===== src/include/branch_pkg.sv =====
package branch_pkg;
	localparam int PC_W = 21;
	localparam logic [7:0] OPC_NEG = 8'he6;
	localparam logic [7:0] OPC_NOCARRY = 8'he3;
	localparam int OPC_MSB = 15;
	localparam int OPC_LSB = 8;
	localparam int LIT_MSB = 7;
	localparam int LIT_LSB = 0;
	localparam logic [7:0] LIT_RESET = 8'h00;
	localparam logic [1:0] Q1 = 2'h0;
	localparam logic [1:0] Q2 = 2'h1;
	localparam logic [1:0] Q3 = 2'h2;
	localparam logic [1:0] Q4 = 2'h3;
	localparam logic [PC_W-1:0] PC_RESET = 21'h000000;
	localparam logic [PC_W-1:0] PC_STEP = 21'h000002;
	typedef enum logic [2:0]
	{
		ST_EXEC = 3'h1,
		ST_TAKEN = 3'h2,
		ST_NOP = 3'h4
	} bstate_t;
endpackage


===== src/include/phase_if.sv =====
`timescale 1ns/10ps
interface phase_if;
	logic [1:0] phase;
	logic q4;
	logic cycleStart;
	modport gen (output phase, output q4, output cycleStart);
	modport use_ (input phase, input q4, input cycleStart);
endinterface


===== src/hdl/quarter_phase_gen.sv =====
`timescale 1ns/10ps
module quarter_phase_gen
(
	input wire logic clk_sys,
	input wire logic srst,
	phase_if.gen ph
);
	logic [1:0] phase_q;
	logic [1:0] phase_d;
	always_comb
	begin
		phase_d = phase_q + 2'h1;
	end
	always_ff @(posedge clk_sys)
	begin
		if (srst)
			phase_q <= branch_pkg::Q1;
		else
			phase_q <= phase_d;
	end
	assign ph.phase = phase_q;
	assign ph.q4 = (phase_q == branch_pkg::Q4);
	assign ph.cycleStart = (phase_q == branch_pkg::Q1);
endmodule


===== src/hdl/conditional_branch_unit.sv =====
`timescale 1ns/10ps
module conditional_branch_unit
(
	input wire logic clk_sys,
	input wire logic srst,
	input wire logic instrValid,
	input wire logic [15:0] instrWord,
	input wire logic flagNegative,
	input wire logic flagCarry,
	input wire logic [branch_pkg::PC_W-1:0] instrAddr,
	output logic [branch_pkg::PC_W-1:0] pc,
	output logic pcLoad,
	output logic busy,
	output logic nopCycle,
	output logic branchTaken,
	output logic [1:0] phase
);
	phase_if ph();
	quarter_phase_gen u_phase
	(
		.clk_sys(clk_sys),
		.srst(srst),
		.ph(ph)
	);

	function automatic logic [branch_pkg::PC_W-1:0] target(
		input logic [branch_pkg::PC_W-1:0] base,
		input logic [7:0] lit);
		logic [branch_pkg::PC_W-1:0] off;
		off = {{(branch_pkg::PC_W-branch_pkg::LIT_MSB-2){lit[branch_pkg::LIT_MSB]}}, lit, 1'h0};
		target = base + branch_pkg::PC_STEP + off;
	endfunction

	branch_pkg::bstate_t state_q;
	branch_pkg::bstate_t state_d;
	logic [branch_pkg::PC_W-1:0] pc_q;
	logic [branch_pkg::PC_W-1:0] pc_d;
	logic [branch_pkg::PC_W-1:0] base_q;
	logic [branch_pkg::PC_W-1:0] base_d;
	logic [7:0] lit_q;
	logic [7:0] lit_d;
	logic cond_q;
	logic cond_d;
	logic load_q;
	logic load_d;
	logic kindNeg_q;
	logic kindNeg_d;
	logic isNeg;
	logic isNoCarry;
	logic [7:0] opcode;
	logic litSign;
	logic [branch_pkg::PC_W-1:0] litWide;
	logic [branch_pkg::PC_W-1:0] expTarget;

	assign opcode = instrWord[branch_pkg::OPC_MSB:branch_pkg::OPC_LSB];
	assign isNeg = opcode == branch_pkg::OPC_NEG;
	assign isNoCarry = opcode == branch_pkg::OPC_NOCARRY;

	always_comb
	begin
		state_d = state_q;
		pc_d = pc_q;
		base_d = base_q;
		lit_d = lit_q;
		cond_d = cond_q;
		kindNeg_d = kindNeg_q;
		load_d = 1'h0;
		case (state_q)
			branch_pkg::ST_EXEC:
			begin
				// decode at Q1, literal read at Q2, condition at Q3
				if (ph.cycleStart && instrValid && (isNeg || isNoCarry))
				begin
					state_d = branch_pkg::ST_TAKEN;
					base_d = instrAddr;
					kindNeg_d = isNeg;
				end
			end
			branch_pkg::ST_TAKEN:
			begin
				if (ph.phase == branch_pkg::Q2)
					lit_d = instrWord[branch_pkg::LIT_MSB:branch_pkg::LIT_LSB];
				// kind latched at decode, so a word that moves mid-cycle cannot swap the flag
				if (ph.phase == branch_pkg::Q3)
					cond_d = kindNeg_q ? flagNegative : !flagCarry;
				if (ph.q4)
				begin
					if (cond_q)
					begin
						pc_d = target(base_q, lit_q);
						load_d = 1'h1;
						state_d = branch_pkg::ST_NOP;
					end
					else
					begin
						pc_d = base_q + branch_pkg::PC_STEP;
						state_d = branch_pkg::ST_EXEC;
					end
				end
			end
			branch_pkg::ST_NOP:
			begin
				// flushed fetch: whole cycle does nothing
				if (ph.q4)
					state_d = branch_pkg::ST_EXEC;
			end
			default:
				state_d = branch_pkg::ST_EXEC;
		endcase
	end

	always_ff @(posedge clk_sys)
	begin
		if (srst)
		begin
			state_q <= branch_pkg::ST_EXEC;
			pc_q <= branch_pkg::PC_RESET;
			base_q <= branch_pkg::PC_RESET;
			lit_q <= branch_pkg::LIT_RESET;
			cond_q <= 1'h0;
			kindNeg_q <= 1'h0;
			load_q <= 1'h0;
		end
		else
		begin
			state_q <= state_d;
			pc_q <= pc_d;
			base_q <= base_d;
			lit_q <= lit_d;
			cond_q <= cond_d;
			kindNeg_q <= kindNeg_d;
			load_q <= load_d;
		end
	end

	assign pc = pc_q;
	assign pcLoad = load_q;
	assign busy = state_q != branch_pkg::ST_EXEC;
	assign nopCycle = state_q == branch_pkg::ST_NOP;
	assign branchTaken = load_q;
	assign phase = ph.phase;

	property p_load_q4;
		@(posedge clk_sys) disable iff (srst)
		load_d |-> ph.q4 && state_q == branch_pkg::ST_TAKEN;
	endproperty
	a_load_q4: assert property (p_load_q4) else $error("pc load outside q4");

	property p_nop_len;
		@(posedge clk_sys) disable iff (srst)
		$rose(load_q) |-> nopCycle [*4] ##1 !nopCycle;
	endproperty
	a_nop_len: assert property (p_nop_len) else $error("nop cycle not four phases");

	// checker target built apart from target(): offset added twice, not shifted
	assign litSign = lit_q[branch_pkg::LIT_MSB];
	assign litWide = {{(branch_pkg::PC_W-branch_pkg::LIT_MSB-1){litSign}}, lit_q};
	assign expTarget = base_q + branch_pkg::PC_STEP + litWide + litWide;

	property p_target;
		@(posedge clk_sys) disable iff (srst)
		load_q |-> pc_q == expTarget;
	endproperty
	a_target: assert property (p_target) else $error("wrong branch target");

	property p_untaken;
		@(posedge clk_sys) disable iff (srst)
		(state_q == branch_pkg::ST_TAKEN && ph.q4 && !cond_q) |=>
			pc_q == $past(base_q) + branch_pkg::PC_STEP && !busy;
	endproperty
	a_untaken: assert property (p_untaken) else $error("untaken not sequential");

	property p_neg;
		@(posedge clk_sys) disable iff (srst)
		(state_q == branch_pkg::ST_TAKEN && ph.phase == branch_pkg::Q3 && kindNeg_q)
			|=> cond_q == $past(flagNegative);
	endproperty
	a_neg: assert property (p_neg) else $error("negative condition wrong");

	property p_carry;
		@(posedge clk_sys) disable iff (srst)
		(state_q == branch_pkg::ST_TAKEN && ph.phase == branch_pkg::Q3 && !kindNeg_q)
			|=> cond_q == !$past(flagCarry);
	endproperty
	a_carry: assert property (p_carry) else $error("carry condition wrong");

	// pc only moves on the q4 edge of a branch cycle
	property p_pc_hold;
		@(posedge clk_sys) disable iff (srst)
		!(state_q == branch_pkg::ST_TAKEN && ph.q4) |=> pc_q == $past(pc_q);
	endproperty
	a_pc_hold: assert property (p_pc_hold) else $error("pc moved outside q4");

	property p_load_pulse;
		@(posedge clk_sys) disable iff (srst)
		load_q |=> !load_q;
	endproperty
	a_load_pulse: assert property (p_load_pulse) else $error("pc load held too long");

	property p_busy_len;
		@(posedge clk_sys) disable iff (srst)
		$rose(busy) |-> busy [*3] ##1 (!busy || nopCycle);
	endproperty
	a_busy_len: assert property (p_busy_len) else $error("branch cycle not four phases");

	property p_load_cond;
		@(posedge clk_sys) disable iff (srst)
		load_q |-> $past(cond_q) && $past(ph.q4);
	endproperty
	a_load_cond: assert property (p_load_cond) else $error("pc loaded without condition");

	property p_q4_wrap;
		@(posedge clk_sys) disable iff (srst)
		ph.q4 |=> ph.cycleStart;
	endproperty
	a_q4_wrap: assert property (p_q4_wrap) else $error("phase did not wrap after q4");

	property p_base_held;
		@(posedge clk_sys) disable iff (srst)
		busy |=> base_q == $past(base_q);
	endproperty
	a_base_held: assert property (p_base_held) else $error("request taken while busy");
endmodule


===== config.mk =====
export PLATFORM = sky130hd
export DESIGN_NAME = conditional_branch_unit
export DESIGN_NICKNAME = d
export VERILOG_FILES = /design/src/include/branch_pkg.sv /design/src/include/phase_if.sv /design/src/hdl/quarter_phase_gen.sv /design/src/hdl/conditional_branch_unit.sv
export SDC_FILE = /design/constraint.sdc
export NUM_CORES = 1
export LEC_CHECK = 0
export BUFFER_PORTS_ARGS = -buffer_cell sky130_fd_sc_hd__buf_4
export CORE_MARGIN = 2
export CORE_UTILIZATION = 45
export DETAILED_ROUTE_END_ITERATION = 10
export PLACE_DENSITY = 0.64
export SYNTH_ARGS = -nofsm -noshare
export SYNTH_HDL_FRONTEND = slang
export SYNTH_HIERARCHICAL = 1
export SYNTH_SLANG_ARGS = --single-unit

===== constraint.sdc =====
create_clock -name clk_sys -period 4 [get_ports clk_sys]
set_input_delay 0.8 -clock clk_sys [delete_from_list [all_inputs] [get_ports clk_sys]]
set_output_delay 0.8 -clock clk_sys [all_outputs]
set_load 0.02 [all_outputs]

# == After elaboration in Yosys (flattened, before gate mapping) ==
# Cells that the tools add are included.
# classes
n_mux,8
eq_ne,12
n_addsub,3
reduce_logical,11
bitwise,2
# ops
operator,count
adder 21 x 2 -> 21 bit (second input constant),1
adder 21 bit,1
2-to-1 mux 21 bit,1
equality test 8 bit (second input constant),2
2-to-1 mux 3 bit,4
case mux 3 bit (3 select lines),1
AND reduction 2 bit,4
equality test 2 bit (second input constant),2
inequality test 2 bit (second input constant),2
equality test 3 x 1 -> 1 bit (second input constant),1
equality test 3 x 2 -> 1 bit (second input constant),1
equality test 3 bit (second input constant),1
inequality test 3 x 1 -> 1 bit (second input constant),1
AND reduction 3 bit,1
OR reduction 3 bit,1
adder 2 x 1 -> 2 bit (second input constant),1
equality test 2 x 1 -> 1 bit (second input constant),1
logical AND 1 bit,2
zero test 2 bit,1
2-to-1 mux 1 bit,2
inequality test 2 x 1 -> 1 bit (second input constant),1
inverter 1 bit,2
zero test 1 bit,1
logical OR 1 bit,1
# word_totals
reg_bits,58
wordCells,44

# == Depth between registers and ports, before layout ==
# logic_depth
depth_word,5
depth_mapped,13
ltp_nobuf,13

# == Modules after synthesis ==
# The synthesis kept the hierarchy.
# by_module_without_submodules
mod,area_each_um2,cells_each,instances,seq_area_each_um2
conditional_branch_unit,3624.7,435,1,1121.1
quarter_phase_gen,82.6,8,1,40.0

# == Worst setup path before layout ==
# Ideal clock, no wire load.
# synth_path
path_kind,reg2reg
from,reg base_q[1] (netlist name)
to,reg pc_q (netlist bit pc[18])
arrival_time_ns,2.761
required_time_ns,3.864
path_stages_with_launch,13
setup_slack_ns,1.103
period_less_slack_ns,2.897
path_cell_list,dfxtp_1 ha_1 nand3_1 nor2_1 and4_1 xor2_1 ha_1 a21oi_1 o21ai_0 o31a_1 or3_1 nand3_1 a211oi_2
# synth_between
elab_chain_cells,3
# synth_rtl
element,line,source
start: declaration,conditional_branch_unit.sv:38,logic [branch_pkg::PC_W-1:0] base_q;
start signal: assignment,conditional_branch_unit.sv:118,base_q <= branch_pkg::PC_RESET;
start signal: assignment,conditional_branch_unit.sv:128,base_q <= base_d;
adder 21 x 2 -> 21 bit *,-,
adder 21 bit,conditional_branch_unit.sv:31,target = base + branch_pkg::PC_STEP + off;
2-to-1 mux 21 bit *,conditional_branch_unit.sv:88,if (cond_q)
end signal: assignment,conditional_branch_unit.sv:117,pc_q <= branch_pkg::PC_RESET;
end signal: assignment,conditional_branch_unit.sv:127,pc_q <= pc_d;
end: declaration,conditional_branch_unit.sv:36,logic [branch_pkg::PC_W-1:0] pc_q;
# Mark *: on every way between the ends. The rest lies on a longest branch, timed or not.
# A chain may end at the register's enable or synchronous reset.

# == Final worst setup path ==
# Same ends and word-level chain as after synthesis.

==> reports/summary.md <==
The clock transition time at the flip-flop clock pins of the worst setup and hold paths is 0.08 ns, and the number of global-route vias before repair is 3126. On the critical path, the stage with the largest delay is an instance of dfxtp_1. Sequential cells were found to cover 31.32% of the synthesized design area.

By area the synthesized netlist is led by dfxtp_1, mux2i_1, ha_1. The via density per instance was 5.395. Relative to the synthesized area, the layout overhead comes to 21.53%. Setup repair after global routing left no endpoint under its margin. In this run the number of H-tree levels came out at 3. The run gives 1161 um2 as the register area. Counting distinct cell types in the post-synthesis netlist gives 60. At the later pin of the worst-skew pair, clock insertion delay measures 0.35 ns. Fill cells in the final layout number 811. Counting every sink on the clock net gives 58. The slew of the pin with the lowest slew margin was 0.8576 ns; the chip height was 94.77 um.

The final layout contains 576 nets. Across the routed clock network, the largest skew measured is 0.01351 ns. No sink is reached through more buffers than the 2 on the longest clock path.

STA puts the critical path data required time at 4.21 ns. The cell leakage power is 2.162 nW, and the initial DRC count is 174. The number of warnings issued by yosys is 6, and the total routed wirelength is 8983 um. The worst slew margin relative to its limit came out at 42.69%. The final cell utilization of the core was 55.67%; the routed wire length per instance was 14.56 um. The multi-input combinational cells in the finished layout cover a total of 2412 um2.

For the total of hold buffers inserted after clock tree synthesis, the log shows 0. The number of port buffers works out to 68. The final critical path takes up 81.97% of the cycle.

The logs give 21.74% for the combined global-route utilization of all metal layers and 15220 um for the global-route wire length before repair. The synthesized design spends more area on one cell type than any other, namely dfxtp_1. In the synthesized netlist the async set-or-reset flop fraction comes to 0%. 0 antenna diodes ended up in the layout. From left edge to right edge, the die measures 94.77 um. Total power for the finished layout comes to 1.251 mW. The critical path goes through ha_1 -> nand3_1 -> nor2_1 -> and4_1 -> xor2_1 -> ha_1 -> a21oi_1 -> o21ai_0 -> o31a_1 -> or3_1 -> nand3_1 -> a211oi_2. The count of endpoints failing hold in the final timing report came out at 0.

The run finished with clean final reports. After routing, the total negative slack on setup checks comes to 0 ns. The library cell used most frequently in the layout, excluding fill and tap cells, is buf_4. The worst setup path is captured at a flop. The routed layout has 3329 vias. Yosys mapped a number of flops with a built-in enable equal to 0. In the final layout, the share of cells above drive strength 1 is 19.92%. The shortest period the worst path allows was 3.279 ns; the area of the die was 8980 um2. The tools report the number of antenna violations at the first check in global routing as 0. By startpoint and endpoint, the worst setup path is classified as reg -> reg. The synthesized area per cell works out to 8.369 um2. The tightest min-delay check is of the reg -> reg type. Count of state elements after synthesis: 58. The tree is rooted in a clkbuf_8. Across the run, the number of max-cap violations was 0. The final antenna-violating net count came out at 0. The remaining design rule violation count was 0. Synthesis produced a netlist with a net count of 512. For the number of cells produced by synthesis, the log shows 443.

On the final layout, the worst hold slack is 0.4576 ns. Leaving out fill and tap cells, the most frequent cells in the layout are buf_4, nor2_1, dfxtp_1. VDD sags by at most 166.5 uV.

Power spread over the standard cell area amounts to 277.8 nW/um2. Global routing finished with a remaining overflow of 0. The cell area that synthesis handed to floorplanning was 3707 um2. For the maximum number of pins on one net before global-route repair, the log shows 57. The maximum operating frequency is 305.0 MHz, and the post-cts resize count is 0. Of all nets on the critical path, the largest fanout is 6. Initial core utilization: 45.81%. At the worst endpoint, the arrival time is 3.49 ns.

The logs give 0 for the total setup violations reported at the end of the flow and 4 for the first-pass detailed-route iteration total. The run gives 33 as the number of placement rows. TritonCTS built the clock tree. The number of setup buffers added after CTS is 0. Count of final max-slew check failures: 0.

The HPWL after detailed placement is 6612 um. For the number of buffers added by the clock tree synthesis step, the log shows 9. The congestion estimate from routability-driven global placement came to 0.8520.

The worst setup path is launched from a flop. The top flip-flop cell by instance count after synthesis is dfxtp_1. The delay contributed by the slowest stage of the critical path is 0.44 ns, and the placeable core area is 8093 um2. The synthesized design devotes to its leading area cell type 31.32% of total area. The tools report the number of I/O pins as 69.
[registers in the layout, indices dropped and copies added (netlist names)]
name,cells
base_q,21
pc,21
lit_q,8
state_q,3
u_phase/ph.phase,2
branchTaken,1
cond_q,1
kindNeg_q,1
[layer usage]
metal / vias up / global-route usage [%] / share of wire, %
met5: - / 0 / 0
met1: 1516 / 30.65 / 49
li1: 1713 / - / -
met4: 0 / 6.643 / 1.8
met3: 12 / 5.108 / 5.2
met2: 88 / 32.86 / 44
[Yosys cell counts, types with 2 or more instances]
cell type / number
clkbuf_1: 9
a22oi_1: 3
nand4_1: 3
nor3_1: 10
a311oi_1: 2
xnor2_2: 2
inv_1: 12
or3_1: 2
xnor2_1: 12
o21ai_0: 16
a21oi_1: 31
nor2_1: 67
nor2b_1: 6
dfxtp_1: 58
and3_1: 4
o21a_1: 2
a211oi_1: 11
nand3_2: 2
nand3b_1: 4
nor4_1: 2
buf_1: 2
a21o_1: 6
nand2_1: 36
a211o_1: 2
nor3b_1: 2
and4_1: 3
xor2_1: 15
a211oi_2: 3
nand3_1: 14
o211ai_1: 4
ha_1: 26
buf_2: 5
a31oi_1: 2
mux2i_1: 35
o21ai_1: 5
[report_power, final]
group          internal [mW]  switching (mW)  total (mW)
Clock                  0.353           0.261       0.614
Sequential             0.579         0.00283       0.582
Combinational         0.0330          0.0224      0.0554
Total                  0.965           0.286        1.25
[cell type report]
cell class,instances,area share [%]
Clock buffer,10,2.833
Clock inverter,6,2.027
Inverter,13,1.083
Multi-Input combinational cell,354,53.54
Sequential cell,58,25.77
Tap cell,105,2.916
Timing Repair Buffer,71,11.83
[through the flow]
stage	std cells	setup WS, ns	instance area, um2
final	617	0.7210	4506
after global routing	617	0.3840	4506
after CTS	617	0.7286	4506
after detailed placement	601	0.7667	4287
after global placement	601	0.8773	4287
after floorplan	443	1.103	3707
[kinds of logic (layout without fill, tap and decap cells)]
group	count (synthesis)	count (layout)	share of synthesized area, %
simple gates	166	166	21.87
buf+inv	31	100	3.611
xor+xnor	29	29	7.256
flops	58	58	31.32
mux	35	35	9.450
fa+ha+maj	27	27	9.315
compound gates	97	97	17.18
[path summary, 6_finish.rpt]
path | depth (start not counted) | startpoint | slack, ns | endpoint
hold / removal | 2 | pc[3]$_SDFFE_PP0P_ | 0.46 | pc[3]$_SDFFE_PP0P_
hold reg to reg | 2 | pc[3]$_SDFFE_PP0P_ | 0.46 | pc[3]$_SDFFE_PP0P_
setup reg to reg | 12 | base_q[1]$_SDFFE_PP0P_ | 0.72 | pc[18]$_SDFFE_PP0P_
setup / recovery | 12 | base_q[1]$_SDFFE_PP0P_ | 0.72 | pc[18]$_SDFFE_PP0P_
[worst max-delay path: cells and delay by family (launching register included)]
kind | cells | cell delay (ns)
xor gates and xnor gates | 1 | 0.22
and+or+nand+nor | 5 | 1.03
adders and majority gates | 2 | 0.55
AOI/OAI and AO/OA | 4 | 0.91
DFF | 1 | 0.44
Note: power is estimated with default switching activity, not from simulation.
